`config.mk`:
```
export PLATFORM = sky130hd
export DESIGN_NAME = irm_route_top
export DESIGN_NICKNAME = d
export VERILOG_FILES = /design/src/irm_pkg.sv /design/src/irm_cfg_if.sv /design/src/irm_pin_drive.sv /design/src/irm_route_top.sv
export VERILOG_INCLUDE_DIRS = /design/src /design/src/src
export SDC_FILE = /design/constraint.sdc
export NUM_CORES = 1
export LEC_CHECK = 0
export BUFFER_PORTS_ARGS = -buffer_cell sky130_fd_sc_hd__buf_2
export CORE_ASPECT_RATIO = 2
export CORE_MARGIN = 2
export CORE_UTILIZATION = 35
export DETAILED_ROUTE_END_ITERATION = 10
export GPL_TIMING_DRIVEN = 0
export PLACE_DENSITY_LB_ADDON = 0.08
export SLEW_MARGIN = 10
export SYNTH_ARGS = -nofsm -noshare
export SYNTH_HDL_FRONTEND = slang
export SYNTH_SLANG_ARGS = --single-unit
```
`constraint.sdc`:
```
create_clock -name hclk -period 2.05 [get_ports hclk]
set_input_delay 0.1025 -clock hclk [delete_from_list [all_inputs] [get_ports hclk]]
set_output_delay 0.1025 -clock hclk [all_outputs]
set_load 0.02 [all_outputs]
```
`src/irm_defines.svh`:
```
// Offsets, field positions and reset values of the interrupt routing block
`ifndef IRM_DEFINES_SVH
`define IRM_DEFINES_SVH
`define IRM_ROUTE_OFFSET 8'hc0
`define IRM_ROUTE_RESET 8'h00
`define IRM_BIT_PARALLEL 0
`define IRM_BIT_RTC_PIN 1
`define IRM_BIT_SCI_PIN 2
`define IRM_BIT_SCI_HIGH 3
`define IRM_BIT_SCI_OD 4
`define IRM_SHARED_LO 5
`define IRM_SHARED_HI 6
`define IRM_BIT_SMI_PIN 7
`define IRM_SMI_SLOT 4'h2
`endif

```
`src/irm_pkg.sv`:
```
// Types of the interrupt routing block
package irm_pkg;
    // Shared pin function codes
    typedef enum logic [1:0] {
        IRM_SHARED_PME = 2'h0,
        IRM_SHARED_SCI = 2'h1,
        IRM_SHARED_IRQ9 = 2'h2,
        IRM_SHARED_RSVD = 2'h3
    } irm_shared_t;
    // Bus slave data phase states
    typedef enum logic [1:0] {
        IRM_IDLE,
        IRM_WRITE,
        IRM_READ
    } irm_phase_t;
endpackage : irm_pkg

```
`src/irm_cfg_if.sv`:
```
// Routing configuration carried from the register to the routing decode
`timescale 1ns/1ps
interface irm_cfg_if;
    logic [7:0] route;
    modport source (output route);
    modport sink (input route);
endinterface : irm_cfg_if

```
`src/irm_pin_drive.sv`:
```
// Driver of one interrupt pin with selectable polarity and buffer type
`timescale 1ns/1ps
module irm_pin_drive (
    // Clock and reset
    input wire logic hclk,
    input wire logic hresetn,
    // Control
    input wire logic active,
    input wire logic high_true,
    input wire logic open_drain,
    // Pin
    output logic pin_o,
    output logic pin_oe_n
);
    logic next_pin_o;
    logic next_pin_oe_n;

    // Open drain only pulls low; a high level is left to the pull-up
    always_comb begin
        next_pin_o = active ~^ high_true;
        next_pin_oe_n = 1'b0;
        if (open_drain) begin
            next_pin_o = 1'b0;
            next_pin_oe_n = active ~^ high_true; // Released when the level is high
        end
    end

    // Register pin outputs
    always_ff @(posedge hclk or negedge hresetn) begin
        if (!hresetn) begin
            pin_o <= 1'b1;
            pin_oe_n <= 1'b1;
        end else begin
            pin_o <= next_pin_o;
            pin_oe_n <= next_pin_oe_n;
        end
    end
endmodule : irm_pin_drive

```
`src/irm_route_top.sv`:
```
// Interrupt routing control register with AHB-Lite slave and routing logic
//
// Decided for this implementation: the AHB-Lite register port.
`timescale 1ns/1ps
`include "irm_defines.svh"
module irm_route_top
    import irm_pkg::*;
(
    // Clock and reset
    input wire logic hclk,
    input wire logic hresetn,
    // AHB-Lite slave
    input wire logic hsel,
    input wire logic [31:0] haddr,
    input wire logic [1:0] htrans,
    input wire logic hwrite,
    input wire logic [2:0] hsize,
    input wire logic [31:0] hwdata,
    output logic [31:0] hrdata,
    output logic hreadyout,
    output logic hresp,
    // Interrupt sources
    input wire logic [15:0] irq_req,
    input wire logic rtc_irq,
    input wire logic sci_req,
    input wire logic smi_req,
    input wire logic pme_req,
    input wire logic [3:0] sci_cfg_irq,
    input wire logic standby_supply,
    // SMI pin configuration from general purpose pin logic
    input wire logic smi_high_true,
    input wire logic smi_open_drain,
    // Serial frame request vector, parallel pins and RTC/SCI routing outputs
    output logic [15:0] serial_frame_req,
    output logic serial_enable,
    output logic bios_buffer_enable,
    output logic [15:0] parallel_irq,
    output logic rtc_irq_pin,
    output logic [3:0] sci_irq_number,
    // SCI pin
    output logic sci_pin_o,
    output logic sci_pin_oe_n,
    // Shared pin
    output logic shared_pin_o,
    output logic shared_pin_oe_n,
    // Dedicated SMI pin
    output logic system_mgmt_interrupt_pin_o,
    output logic system_mgmt_interrupt_pin_oe_n
);
    // ------------------------------------------------------------
    // Bus slave
    // ------------------------------------------------------------
    irm_phase_t phase; // Data phase kind
    irm_phase_t next_phase;
    logic [7:0] route; // Routing register
    logic [7:0] next_route;
    logic [31:0] next_hrdata;
    logic hit; // Address matches register
    logic start; // Valid address phase

    assign start = hsel && htrans[1];
    assign hit = (haddr[7:0] == `IRM_ROUTE_OFFSET) && (haddr[31:8] == 24'h000000);

    // Next state of bus slave and register
    always_comb begin
        next_phase = IRM_IDLE;
        next_route = route;
        next_hrdata = 32'h00000000;
        if (phase == IRM_WRITE) begin
            next_route = hwdata[7:0];
        end
        if (start) begin
            if (!hwrite) begin
                next_phase = IRM_READ;
                // Unmapped reads return zero
                next_hrdata = hit ? {24'h000000, next_route} : 32'h00000000;
            end else if (hit) begin
                next_phase = IRM_WRITE;
            end
        end
    end

    // Register bus state
    always_ff @(posedge hclk or negedge hresetn) begin
        if (!hresetn) begin
            phase <= IRM_IDLE;
            route <= `IRM_ROUTE_RESET;
            hrdata <= 32'h00000000;
            hreadyout <= 1'b1;
            hresp <= 1'b0;
        end else begin
            phase <= next_phase;
            route <= next_route;
            hrdata <= next_hrdata;
            hreadyout <= 1'b1;
            hresp <= 1'b0;
        end
    end

    // ------------------------------------------------------------
    // Routing decode
    // ------------------------------------------------------------
    irm_cfg_if cfg ();
    assign cfg.route = route;

    logic par_mode; // Parallel pins in use
    logic rtc_pin; // RTC on its pin
    logic sci_pin; // SCI on its pin
    logic smi_pin; // SMI on its pin
    irm_shared_t shared; // Shared pin function
    logic [15:0] next_frame;
    logic [15:0] next_par;
    logic [3:0] next_sci_num;
    logic shared_active;
    logic shared_high;
    logic shared_od;
    logic sci_active;

    // Standby supply forces every interrupt onto pins
    assign par_mode = cfg.route[`IRM_BIT_PARALLEL] | standby_supply;
    assign rtc_pin = cfg.route[`IRM_BIT_RTC_PIN] | standby_supply;
    assign sci_pin = cfg.route[`IRM_BIT_SCI_PIN] | standby_supply;
    assign smi_pin = cfg.route[`IRM_BIT_SMI_PIN] | standby_supply;
    assign shared = irm_shared_t'(cfg.route[`IRM_SHARED_HI:`IRM_SHARED_LO]);
    assign sci_active = sci_req & sci_pin;

    // Serial frame and parallel vectors
    always_comb begin
        next_frame = par_mode ? 16'h0000 : irq_req;
        next_par = par_mode ? irq_req : 16'h0000;
        if (!par_mode) begin
            next_frame[8] = 1'b0;
        end
        if (!rtc_pin) begin
            next_frame[8] = rtc_irq;
        end
        if (!sci_pin) begin
            next_frame[sci_irq_sel()] = next_frame[sci_irq_sel()] | sci_req;
        end
        if (!smi_pin) begin
            next_frame[`IRM_SMI_SLOT] = next_frame[`IRM_SMI_SLOT] | smi_req;
        end
        next_sci_num = sci_irq_sel();
    end

    // Low bit of the shared pin code (SCI or reserved code) replaces the configured SCI number with 9
    function automatic logic [3:0] sci_irq_sel();
        sci_irq_sel = cfg.route[`IRM_SHARED_LO] ? 4'h9 : sci_cfg_irq;
    endfunction : sci_irq_sel

    // Shared pin function and driver style
    always_comb begin
        shared_active = 1'b0;
        shared_high = 1'b0;
        shared_od = 1'b1;
        unique case (shared)
            IRM_SHARED_PME: begin
                shared_active = pme_req;
            end
            IRM_SHARED_SCI: begin
                shared_active = sci_active;
                shared_high = cfg.route[`IRM_BIT_SCI_HIGH];
                shared_od = cfg.route[`IRM_BIT_SCI_OD];
            end
            IRM_SHARED_IRQ9: begin
                shared_active = irq_req[9];
                shared_high = 1'b1;
                shared_od = 1'b0;
            end
            default: begin
                shared_active = 1'b0; // Reserved code leaves pin released
            end
        endcase
    end

    // Registered routing outputs
    always_ff @(posedge hclk or negedge hresetn) begin
        if (!hresetn) begin
            serial_frame_req <= 16'h0000;
            serial_enable <= 1'b0;
            bios_buffer_enable <= 1'b0;
            parallel_irq <= 16'h0000;
            rtc_irq_pin <= 1'b0;
            sci_irq_number <= 4'h0;
        end else begin
            serial_frame_req <= next_frame;
            serial_enable <= ~par_mode;
            bios_buffer_enable <= ~par_mode;
            parallel_irq <= next_par;
            rtc_irq_pin <= rtc_irq & rtc_pin;
            sci_irq_number <= next_sci_num;
        end
    end

    // ------------------------------------------------------------
    // Pin drivers
    // ------------------------------------------------------------
    irm_pin_drive u_sci (
        .hclk(hclk),
        .hresetn(hresetn),
        .active(sci_active),
        .high_true(cfg.route[`IRM_BIT_SCI_HIGH]),
        .open_drain(cfg.route[`IRM_BIT_SCI_OD]),
        .pin_o(sci_pin_o),
        .pin_oe_n(sci_pin_oe_n)
    );

    irm_pin_drive u_shared (
        .hclk(hclk),
        .hresetn(hresetn),
        .active(shared_active),
        .high_true(shared_high),
        .open_drain(shared_od),
        .pin_o(shared_pin_o),
        .pin_oe_n(shared_pin_oe_n)
    );

    irm_pin_drive u_smi (
        .hclk(hclk),
        .hresetn(hresetn),
        .active(smi_req & smi_pin),
        .high_true(smi_high_true),
        .open_drain(smi_open_drain),
        .pin_o(system_mgmt_interrupt_pin_o),
        .pin_oe_n(system_mgmt_interrupt_pin_oe_n)
    );

    // ------------------------------------------------------------
    // Checks
    // ------------------------------------------------------------
    // Every output is registered, so each check looks one cycle after its cause
    // Mode, standby and parallel outputs
    chk_par_serial: assert property (@(posedge hclk) disable iff (!hresetn)
        (par_mode && !rtc_irq && !sci_req && !smi_req) |=>
        serial_frame_req == 16'h0000 && !serial_enable)
        else $error("serial frame active in parallel mode");
    chk_serial_mode: assert property (@(posedge hclk) disable iff (!hresetn)
        !par_mode |=> serial_enable && parallel_irq == 16'h0000)
        else $error("serial mode outputs wrong");
    chk_par_copy: assert property (@(posedge hclk) disable iff (!hresetn)
        par_mode |=> parallel_irq == $past(irq_req))
        else $error("parallel pins do not follow requests");
    chk_bios_off: assert property (@(posedge hclk) disable iff (!hresetn)
        route[0] |=> !bios_buffer_enable)
        else $error("bios buffer left on");
    chk_standby_pins: assert property (@(posedge hclk) disable iff (!hresetn)
        standby_supply |=> !serial_enable)
        else $error("serial used on standby");
    // Frame slots and dedicated pins
    chk_rtc_route: assert property (@(posedge hclk) disable iff (!hresetn)
        (rtc_irq && rtc_pin) |=> rtc_irq_pin)
        else $error("rtc pin not driven");
    chk_rtc_frame: assert property (@(posedge hclk) disable iff (!hresetn)
        (rtc_irq && !rtc_pin) |=> serial_frame_req[8])
        else $error("rtc missing from frame");
    chk_sci_frame: assert property (@(posedge hclk) disable iff (!hresetn)
        (sci_req && !sci_pin) |=> serial_frame_req[sci_irq_number])
        else $error("sci missing from frame");
    chk_smi_frame: assert property (@(posedge hclk) disable iff (!hresetn)
        (smi_req && !smi_pin) |=> serial_frame_req[`IRM_SMI_SLOT])
        else $error("smi missing from frame");
    chk_sci_override: assert property (@(posedge hclk) disable iff (!hresetn)
        route[5] |=> sci_irq_number == 4'h9)
        else $error("sci number not overridden");
    // Pin driver styles
    chk_sci_pol: assert property (@(posedge hclk) disable iff (!hresetn)
        (sci_active && !route[4]) |=> sci_pin_o == $past(route[3]))
        else $error("sci polarity wrong");
    chk_sci_od: assert property (@(posedge hclk) disable iff (!hresetn)
        (route[4] && sci_active == route[3]) |=> sci_pin_oe_n)
        else $error("open drain sci driving high level");
    chk_irq9_drive: assert property (@(posedge hclk) disable iff (!hresetn)
        (shared == IRM_SHARED_IRQ9) |=> !shared_pin_oe_n)
        else $error("irq9 pin not push-pull");
    chk_pme_drive: assert property (@(posedge hclk) disable iff (!hresetn)
        (shared == IRM_SHARED_PME) |=> shared_pin_oe_n == !$past(pme_req))
        else $error("power event pin not low open drain");
    chk_shared_rsvd: assert property (@(posedge hclk) disable iff (!hresetn)
        (shared == IRM_SHARED_RSVD) |=> shared_pin_oe_n)
        else $error("reserved shared code drives pin");
    chk_smi_pin: assert property (@(posedge hclk) disable iff (!hresetn)
        (smi_req && smi_pin && !smi_high_true && smi_open_drain) |=>
        !system_mgmt_interrupt_pin_o && !system_mgmt_interrupt_pin_oe_n)
        else $error("smi pin not pulled low");
    // Register bus
    chk_write_back: assert property (@(posedge hclk) disable iff (!hresetn)
        phase == IRM_WRITE |=> route == $past(hwdata[7:0]))
        else $error("write not stored");
    chk_read_data: assert property (@(posedge hclk) disable iff (!hresetn)
        (start && !hwrite && hit) |=> hrdata == {24'h000000, route})
        else $error("read data not register value");
endmodule : irm_route_top

```
==> results of run 1 <==
## final timing paths
| path | from | slack (ps) | to |
|---|---|---|---|
| max | cfg.route[5]$_DFF_PN0_ | 90 | serial_frame_req[14]$_DFF_PN0_ |
| min | hwdata[7] | 20 | cfg.route[7]$_DFF_PN0_ |
| max reg2reg | cfg.route[5]$_DFF_PN0_ | 90 | serial_frame_req[14]$_DFF_PN0_ |
| min reg2reg | cfg.route[4]$_DFF_PN0_ | 430 | u_sci.pin_o$_DFF_PN1_ |
| max in group asynchronous | hresetn | 1120 | cfg.route[5]$_DFF_PN0_ |
| min in group asynchronous | hresetn | 390 | parallel_irq[3]$_DFF_PN0_ |
## where the power goes
group	leakage [nW]	internal, W	switching, W	total [W]
Sequential	0.784	0.00127	0.00000899	0.00128
Clock	0.143	0.000950	0.000501	0.00145
Combinational	1.32	0.000171	0.000249	0.000421
## cell type report
cell class,instances,share of cell area (%)
inverter,5,0.447
buffer,36,6.26
clock buffer,16,6.94
tap,98,2.92
sequential,62,37.1
multi-input combinational,190,29.4
timing repair buffer,134,16.9
## per-layer routing
| layer | share of wire (%) | routed length, microns | up-vias |
|---|---|---|---|
| met3 | 5.5 | 455 | 9 |
| li1 | - | - | 1222 |
| met2 | 61 | 5080 | 101 |
| met1 | 31 | 2580 | 1164 |
| met5 | 0 | 0 | - |
| met4 | 1.9 | 157 | 0 |
## sequential cells by signal, indices dropped and copies added, names as in the netlist, 2 cells and up
| name | flops |
|---|---|
| cfg.route | 8 |
| hrdata | 8 |
| parallel_irq | 16 |
| phase | 2 |
| sci_irq_number | 4 |
| serial_frame_req | 16 |
## Yosys cell counts, drive strengths merged, types with 2 or more instances
cell,number,area (sq um)
a21oi,7,35.0
a22oi,2,15.0
a31oi,3,25.0
and2,2,12.5
and3,9,56.3
buf,31,238
clkbuf,5,18.8
conb,2,7.51
dfrtp,56,1400
dfstp,6,158
ha,4,50.1
inv,5,18.8
mux2,9,101
mux2i,10,100
nand2,29,109
nand2b,3,21.3
nand3,8,40.0
nand4,3,18.8
nor2,8,30.0
nor2b,23,144
nor3,5,30.0
nor4,7,58.8
nor4b,2,17.5
o211ai,4,30.0
o21ai,5,25.0
or2,4,25.0
or3b,2,17.5
xor2,2,17.5
## logic make-up (layout without fill, tap and decap cells)
| logic type | Yosys count | count (layout) | share of synthesized area, % |
|---|---|---|---|
| AO/OA/AOI/OAI | 30 | 30 | 7.63 |
| AND/OR/NAND/NOR | 108 | 108 | 20.5 |
| buffers and inverters | 41 | 191 | 9.33 |
| other | 2 | 26 | 0.255 |
| XOR/XNOR | 3 | 3 | 0.891 |
| flip-flops | 62 | 62 | 52.8 |
| multiplexers | 19 | 19 | 6.83 |
| adder cells (fa/ha/maj) | 4 | 4 | 1.70 |
## cell usage in the layout, fill, tap and decap left out, types with 9 or more instances in the layout
cell type	count
mux2_2	9
mux2i_1	10
buf_2	123
and3_1	9
buf_4	33
dfrtp_1	55
clkbuf_16	9
nor2b_1	23
nand2_1	28
conb_1	26
## timing repair
item / 4_1_cts / 5_1_grt
cloned: 0 / 2
hold buffers: 5 / 0
resized for setup: 5 / 5
setup buffers: 2 / 2
pin swaps: 1 / 3
hold endpoints to repair: 61 / 0
setup endpoints to repair: 16 / 15
## stage by stage
stage          total power [W]  hold WS, ps  worst slack [ps]
2_1_floorplan          0.00153         -193               325
3_3_place_gp           0.00170          229              -241
3_5_place_dp           0.00170          228              -204
4_1_cts                0.00317         9.07              46.9
5_1_grt                0.00328         22.2              12.0
6_report               0.00315         18.4              93.7
## worst max-delay path, cell delays in order, from the launching register on
cell	delay, ps
dfrtp_2	470
nor3_4	320
nand3_1	140
a311oi_2	420
nor4_4	110
buf_4	170
o41ai_2	200
==> impl_metrics.json, run 1 <==
{
  "num_antenna_cells": 0,
  "status": "finished clean",
  "drive_above_1_share_pct": 46.3,
  "synth_edf_count": 0,
  "grt_usage_pct": 19.2,
  "seqCellArea_sq_um": 1560,
  "portBuffers": 123,
  "tns_ps": 0,
  "cts_buffers": 9,
  "min_path_type": "primary input to flip-flop",
  "die_h_microns": 134,
  "multi_input_area_sq_um": 1230,
  "grt_pass1_vias": 2529,
  "drt_first_pass_iters": 4,
  "synthArstFlopShare_pct": 100,
  "overflow": 0,
  "skew_ps": 5.54,
  "holdPathStages": 2,
  "nets": 542,
  "netlist_area_sq_um": 2950,
  "dp_hpwl_mm": 6.57,
  "maxCapViolCount": 0,
  "rows": 47,
  "final_cell_area_sq_um": 4200,
  "post-route-util_pct": 51.0,
  "postPlaceCellArea_sq_um": 3780,
  "min_period_ps": 1960,
  "powerDensity_nw_per_um2": 750,
  "period_share_pct": 95.4,
  "avgSynthCellArea_sq_um": 11.0,
  "gp_congestion": 0.868,
  "tightest_slew_ps": 766,
  "clk_pin_slew_ps": 50,
  "r2r_cells": 6,
  "stdcell_count": 541,
  "relSlewSlack_pct": 48.9,
  "io_pins": 179,
  "crit_path_end_kind": "flip-flop",
  "synth_ff_type": "dfrtp_1",
  "hold_viol": 0,
  "root_buffer": "clkbuf_16",
  "dpl.cell_count": 514,
  "cts_tree": "done",
  "ant_nets": 0,
  "rsz0062_at_grt": "no",
  "max_freq_ghz": 0.511,
  "synth.distinct_cells": 48,
  "synth-seq-area-share_pct": 52.8,
  "cp-start-kind": "flip-flop",
  "critical_path_required_ps": 2270,
  "use_met1_pct": 16.9,
  "drc_errors": 0,
  "htree_levels": 3,
  "synth_warnings": 0,
  "antenna_found_initial": 0,
  "routed_wl_mm": 8.27,
  "clkLatencyLatePin_ps": 330,
  "clock_sinks": 62,
  "dieArea_sq_um": 9220,
  "initial_utilization_pct": 35.8,
  "grt_pass1_wl_mm": 12.6,
  "grt.busiest_layer": "met2",
  "clock_path_buffers": 2,
  "path_class": "flip-flop to flip-flop",
  "core_area_sq_um": 8230,
  "grt_max_degree": 63,
  "die_w_microns": 68.9,
  "met3_usage_pct": 4.87,
  "p_leak_nw": 2.25,
  "synthCells": 269,
  "worst-path-max-fanout": 8,
  "nFillCells": 793,
  "setup_viol_count_final": 0,
  "area_growth_pct": 42.4,
  "grt_use_met2_pct": 38.0,
  "peakVddDrop_mv": 0.422,
  "drtIter0Drc": 105,
  "crit_arrival_ps": 2180,
  "routed_via_density": 4.61,
  "routedWlPerCell_microns": 15.3,
  "maxSlewViolCount": 0,
  "synth-seq-cells": 62,
  "vias": 2496
}
No activity file was read; power rests on OpenSTA's default activity.
==> inputs of run 2 (changes only) <==
--- a/config.mk
+++ b/config.mk
@@ -6,6 +6,7 @@
 export SDC_FILE = /design/constraint.sdc
 export NUM_CORES = 1
 export LEC_CHECK = 0
+export ABC_AREA = 1
 export BUFFER_PORTS_ARGS = -buffer_cell sky130_fd_sc_hd__buf_2
 export CORE_ASPECT_RATIO = 2
 export CORE_MARGIN = 2
==> run 2 against run 1 <==
Compared with the run above: via count increased by 15%; sequential power about the same; synthesized cell count increased by 42%; area after synthesis increased by 8.4%; register-to-register slack improved by 90 ps; worst hold slack got worse by 11 ps; largest cell class unchanged.
==> impl_metrics.json, run 2 <==
{
  "grt_pass1_vias": 2949,
  "crit_top_cell": "nand2_1",
  "min_period_ps": 1860,
  "gp_congestion": 0.825,
  "period_share_pct": 91.0,
  "maxCapViolCount": 0,
  "critical_path_required_ps": 2270,
  "synth_warnings": 0,
  "max_freq_ghz": 0.536,
  "setup_viol_count_final": 0,
  "cp-start-kind": "flip-flop",
  "fin_ws_ps": 185,
  "skew_ps": 4.94,
  "ant_nets": 0,
  "avgSynthCellArea_sq_um": 8.35,
  "drc_errors": 0,
  "place_ws_ps": 137,
  "cts_tree": "done",
  "peakVddDrop_mv": 0.392,
  "synth.distinct_cells": 26,
  "vias": 2881,
  "routed_wl_mm": 8.63,
  "dieArea_sq_um": 9960,
  "stdcell_count": 666,
  "synth_top_cell_by_area": "dfrtp_1",
  "clk_pin_slew_ps": 50,
  "crit_path_end_kind": "flip-flop",
  "netlist_area_sq_um": 3200,
  "num_antenna_cells": 0,
  "multi_input_area_sq_um": 1200,
  "core_area_sq_um": 8950,
  "die_h_microns": 139,
  "seqCellArea_sq_um": 1560,
  "cts_buffers": 9,
  "clock_sinks": 62,
  "io_pins": 179,
  "synth_top_area_share_pct": 43.8,
  "synth_edf_count": 0,
  "dpl.cell_count": 633,
  "grt_pass1_wl_mm": 13.8,
  "reg_top3": "parallel_irq: 16 flops, serial_frame_req: 16 flops",
  "drtIter0Drc": 140,
  "htree_levels": 3,
  "crit_arrival_ps": 2080,
  "post-route-util_pct": 50.1,
  "overflow": 0,
  "antenna_found_initial": 0,
  "p_leak_nw": 2.60,
  "root_buffer": "clkbuf_16",
  "crit_chain": "inv_4, nand2_2, nand2_4, buf_6, nor2_2, nor2_1, nand2_1, nand2_1, nand2_1, inv_2, buf_12, nand3_2, nand2_1, inv_1",
  "initial_utilization_pct": 35.7,
  "rows": 49,
  "maxSlewViolCount": 0,
  "synthCells": 383,
  "nFillCells": 900,
  "rsz0062_at_grt": "no",
  "dp_hpwl_mm": 6.87,
  "timing.hold.ws_ps": 7.47,
  "layout_common_cells": "buf_2 (123), nand2_1 (71), nor2_1 (71), inv_1 (60), dfrtp_1 (56)",
  "portBuffers": 124,
  "synth-seq-cells": 62,
  "ys_top_cells_by_count": "nand2_1 (71), nor2_1 (71), inv_1 (60)",
  "synthArstFlopShare_pct": 100,
  "hold_viol": 0,
  "synth.area.top_cells": "dfrtp_1 (44%), nand2_1 (8.3%), nor2_1 (8.3%)",
  "regToRegSetupSlack_ps": 190,
  "tightest_slew_ps": 774,
  "clkLatencyLatePin_ps": 330,
  "relSlewSlack_pct": 48.4,
  "tns_ps": 0,
  "synth-seq-area-share_pct": 48.7,
  "nets": 663,
  "path_class": "flip-flop to flip-flop",
  "drt_first_pass_iters": 4,
  "routedWlPerCell_microns": 13.0,
  "post_cts_buffers": 0,
  "area_growth_pct": 40.3,
  "drive_above_1_share_pct": 36.7,
  "routed_via_density": 4.33,
  "worst-path-max-fanout": 10,
  "min_path_type": "primary input to flip-flop",
  "status": "finished clean",
  "clock_path_buffers": 2,
  "critPathMaxStageDelay_ps": 480,
  "die_w_microns": 71.6,
  "grt_max_degree": 63,
  "grt_usage_pct": 18.1,
  "powerDensity_nw_per_um2": 713,
  "crit_path_top_delay_cell": "dfrtp_1",
  "final_common_cell": "buf_2",
  "synth_ff_type": "dfrtp_1"
}
==> run 2: cell count changes in the layout (fill, tap and decap cells not counted), sizes merged, moves of 11 or more <==
cell         delta
nor2           +70
inv            +59
nand2          +47
nor2b          -23
o21ai          +19
nand3          +15
dlygate4sd3    +12
clkbuf         -11
==> run 2: path summary, 6_finish.rpt <==
path                                                 endpoint              startpoint  depth (start not counted)
min in group asynchronous           parallel_irq[7]$_DFF_PN0_                 hresetn                          2
worst min-delay path                    rtc_irq_pin$_DFF_PN0_                 rtc_irq                          2
worst max register to register  serial_frame_req[6]$_DFF_PN0_  cfg.route[5]$_DFF_PN0_                         14
worst min register to register          u_sci.pin_o$_DFF_PN1_  cfg.route[4]$_DFF_PN0_                          1
max in group asynchronous              cfg.route[6]$_DFF_PN0_                 hresetn                          2
worst max-delay path            serial_frame_req[6]$_DFF_PN0_  cfg.route[5]$_DFF_PN0_                         14
==> run 2: cell type report <==
| class | count | share of cell area (%) |
|---|---|---|
| clock inverters | 7 | 1.12 |
| multi-input cells | 247 | 26.8 |
| inverters | 63 | 5.33 |
| repair buffers | 141 | 17.7 |
| flip-flops and latches | 62 | 34.7 |
| clock buffers | 9 | 5.02 |
| plain buffers | 35 | 6.50 |
| well taps | 102 | 2.84 |
==> run 2: worst max-delay path, delay by kind of cell, from the launching register on <==
family,cells,cell delay [ps]
buffers and inverters,5,630
flip-flops,1,480
AND/OR/NAND/NOR,9,640
==> run 2: timing repair <==
action                                 4_1_cts  5_1_grt
hold buffers                                17        0
endpoints found under the hold margin       73        0
resized for setup                            0        1
setup endpoints to repair                    0        2
==> run 2: cells by family after synthesis <==
family                     count (synthesis)  share of synthesized area (%)
and+or+nand+nor                          185                           27.0
xor gates and xnor gates                   3                          0.822
AOI/OAI and AO/OA                         29                           5.13
DFF                                       62                           48.7
buffers and inverters                     98                           16.5
other                                      2                          0.235
adders and majority gates                  4                           1.57
==> run 2: power by group <==
group          switching, W  leakage [nW]  internal (W)
Sequential        0.0000102         0.795       0.00128
Clock              0.000565         0.128      0.000818
Combinational      0.000322          1.68      0.000206
==> run 2: layer usage <==
layer  GRT usage, %  share of wire [%]
met3           3.92                5.4
met4           9.04                3.6
met5              0                  0
met2           36.6                 60
met1           15.3                 31
==> run 2: through the flow <==
stage,power (W),instance area (sq um)
after global placement,0.00181,4040
final,0.00320,4490
after detailed placement,0.00181,4040
after global routing,0.00333,4490
after CTS,0.00324,4480
after floorplan,0.00161,3290
==> inputs of run 3 (changes only) <==
--- a/config.mk
+++ b/config.mk
@@ -9,7 +9,6 @@
 export ABC_AREA = 1
 export BUFFER_PORTS_ARGS = -buffer_cell sky130_fd_sc_hd__buf_2
 export CORE_ASPECT_RATIO = 2
-export CORE_MARGIN = 2
 export CORE_UTILIZATION = 35
 export DETAILED_ROUTE_END_ITERATION = 10
 export GPL_TIMING_DRIVEN = 0
==> constraint.sdc (replaced) <==
create_clock -name hclk -period 1.5 [get_ports hclk]
set_input_delay 0.075 -clock hclk [delete_from_list [all_inputs] [get_ports hclk]]
set_output_delay 0.075 -clock hclk [all_outputs]
set_load 0.02 [all_outputs]
==> run 3 against run 2 <==
Compared with the run above: the run now ends with setup timing left; register-to-register slack got worse by 370 ps; cell count up 5.1%; clock power rose by 61%; first-iteration DRC count decreased by 11%; total power is 51% higher; critical path type unchanged; critical endpoint is now serial_frame_req[2]$_DFF_PN0_; largest power group unchanged; highest routed layer unchanged.
==> impl_metrics.json, run 3 (synthesis results as in run 2) <==
{
  "final_common_cell": "buf_2",
  "num_antenna_cells": 0,
  "routed_wl_mm": 9.09,
  "cts_tree": "done",
  "hold_viol": 0,
  "reg_top3": "parallel_irq: 16 flops, serial_frame_req: 16 flops",
  "area_growth_pct": 57.2,
  "root_buffer": "clkbuf_16",
  "rsz0062_at_grt": "yes",
  "status": "complete, but fails checks",
  "vias": 3063,
  "clkLatencyLatePin_ps": 330,
  "crit_path_top_delay_cell": "dfrtp_2",
  "maxSlewViolCount": 0,
  "drtIter0Drc": 125,
  "die_w_microns": 69.6,
  "routed_via_density": 4.38,
  "io_pins": 179,
  "initial_utilization_pct": 35.7,
  "die_h_microns": 137,
  "max_freq_ghz": 0.592,
  "cp-start-kind": "flip-flop",
  "fin_ws_ps": -189,
  "crit_top_cell": "nand2_1",
  "setup_viol_count_final": 18,
  "drt_first_pass_iters": 6,
  "grt_pass1_wl_mm": 14.1,
  "antenna_found_initial": 0,
  "min_path_type": "primary input to flip-flop",
  "drive_above_1_share_pct": 44.6,
  "p_leak_nw": 2.84,
  "worst-path-max-fanout": 5,
  "dieArea_sq_um": 9550,
  "htree_levels": 3,
  "crit_arrival_ps": 1900,
  "grt_max_degree": 63,
  "gp_congestion": 0.842,
  "critical_path_required_ps": 1710,
  "grt_pass1_vias": 2990,
  "drc_errors": 0,
  "rows": 49,
  "cts_buffers": 9,
  "stdcell_count": 700,
  "min_period_ps": 1690,
  "clock_sinks": 62,
  "overflow": 0,
  "nets": 697,
  "powerDensity_nw_per_um2": 961,
  "period_share_pct": 113,
  "clk_pin_slew_ps": 50,
  "maxCapViolCount": 0,
  "dp_hpwl_mm": 6.79,
  "crit_path_end_kind": "flip-flop",
  "core_area_sq_um": 8950,
  "peakVddDrop_mv": 0.648,
  "totalPowerFinal_w": 0.00483,
  "tightest_slew_ps": 778,
  "routedWlPerCell_microns": 13.0,
  "violations": "setup timing",
  "crit_chain": "inv_4, nand2_4, nand2_4, buf_8, nor2_4, nor2_2, nand2_1, nand2_1, nand2_1, inv_2, buf_12, buf_16, nand2_2, nand2_1, nand2_1",
  "dpl.cell_count": 633,
  "layout_common_cells": "buf_2 (123), nor2_1 (65), inv_1 (60), dfrtp_1 (55), nand2_1 (53)",
  "ant_nets": 0,
  "portBuffers": 124,
  "critPathMaxStageDelay_ps": 450,
  "path_class": "flip-flop to flip-flop",
  "timing.hold.ws_ps": 9.14,
  "nFillCells": 861,
  "relSlewSlack_pct": 48.2,
  "grt_usage_pct": 19.8,
  "clock_path_buffers": 2,
  "tns_ps": -2860,
  "skew_ps": 6.98
}
-- run 3: changes by cell type in the layout (fill, tap and decap cells not counted), moves of 6 or more --
| cell | delta |
|---|---|
| dlygate4sd3_1 | +6 |
| buf_6 | +6 |
| nor2_1 | -6 |
| nand2_4 | +6 |
| nand2_1 | -18 |
| nand2_2 | +12 |
| buf_4 | +21 |
-- run 3: where the power goes --
| part | internal, W | switching (W) | total [W] |
|---|---|---|---|
| registers | 0.00174 | 0.0000132 | 0.00176 |
| clock network | 0.00150 | 0.000725 | 0.00222 |
| logic | 0.000366 | 0.000488 | 0.000854 |
| total | 0.00361 | 0.00123 | 0.00483 |
-- run 3: final timing paths --
kind | from | to | slack [ps] | cells after the start
worst max-delay path | cfg.route[5]$_DFF_PN0_ | serial_frame_req[2]$_DFF_PN0_ | -190 | 15
worst min register to register | cfg.route[4]$_DFF_PN0_ | u_sci.pin_o$_DFF_PN1_ | 430 | 1
worst max register to register | cfg.route[5]$_DFF_PN0_ | serial_frame_req[2]$_DFF_PN0_ | -190 | 15
worst min-delay path | irq_req[10] | parallel_irq[10]$_DFF_PN0_ | 9 | 3
min in group asynchronous | hresetn | parallel_irq[15]$_DFF_PN0_ | 340 | 2
max in group asynchronous | hresetn | cfg.route[5]$_DFF_PN0_ | 560 | 2
-- run 3: per-stage QoR --
stage | instance area, sq um | setup WS (ps) | utilization, %
after floorplan | 3290 | -100 | -
after global placement | 4040 | -370 | 45.1
after detailed placement | 4040 | -407 | 45.1
after CTS | 4980 | -206 | 55.6
after global routing | 5030 | -321 | 56.2
final | 5030 | -189 | 56.2
-- run 3: worst max-delay path, delay by kind of cell, from the launching register on --
family	cells	cell delay [ps]
and+or+nand+nor	10	570
buffers and inverters	5	540
DFF	1	450
-- run 3: final cells by class --
class                      instances  area [sq um]  share of cell area [%]
tap                              102           128                    2.54
clock buffer                      11           243                    4.83
buffer                            33           277                    5.50
multi-input combinational        247          1370                    27.2
clock inverter                     5          82.6                    1.64
sequential                        62          1560                    31.0
timing repair buffer             177          1130                    22.5
inverter                          63           239                    4.75
-- run 3: routing by layer --
metal,up-vias,GRT usage [%],part of all wire (%)
met5,-,0,0
li1,1527,-,-
met4,0,12.1,4.5
met3,24,3.88,4.4
met2,113,41.4,61
met1,1399,16.0,30
-- run 3: repair_timing --
item	4_1_cts	5_1_grt
pin swaps	8	13
setup buffers	25	3
hold endpoints to repair	77	0
gates resized for setup	43	14
cloned	2	0
endpoints found under the setup margin	18	31
hold buffers	23	0
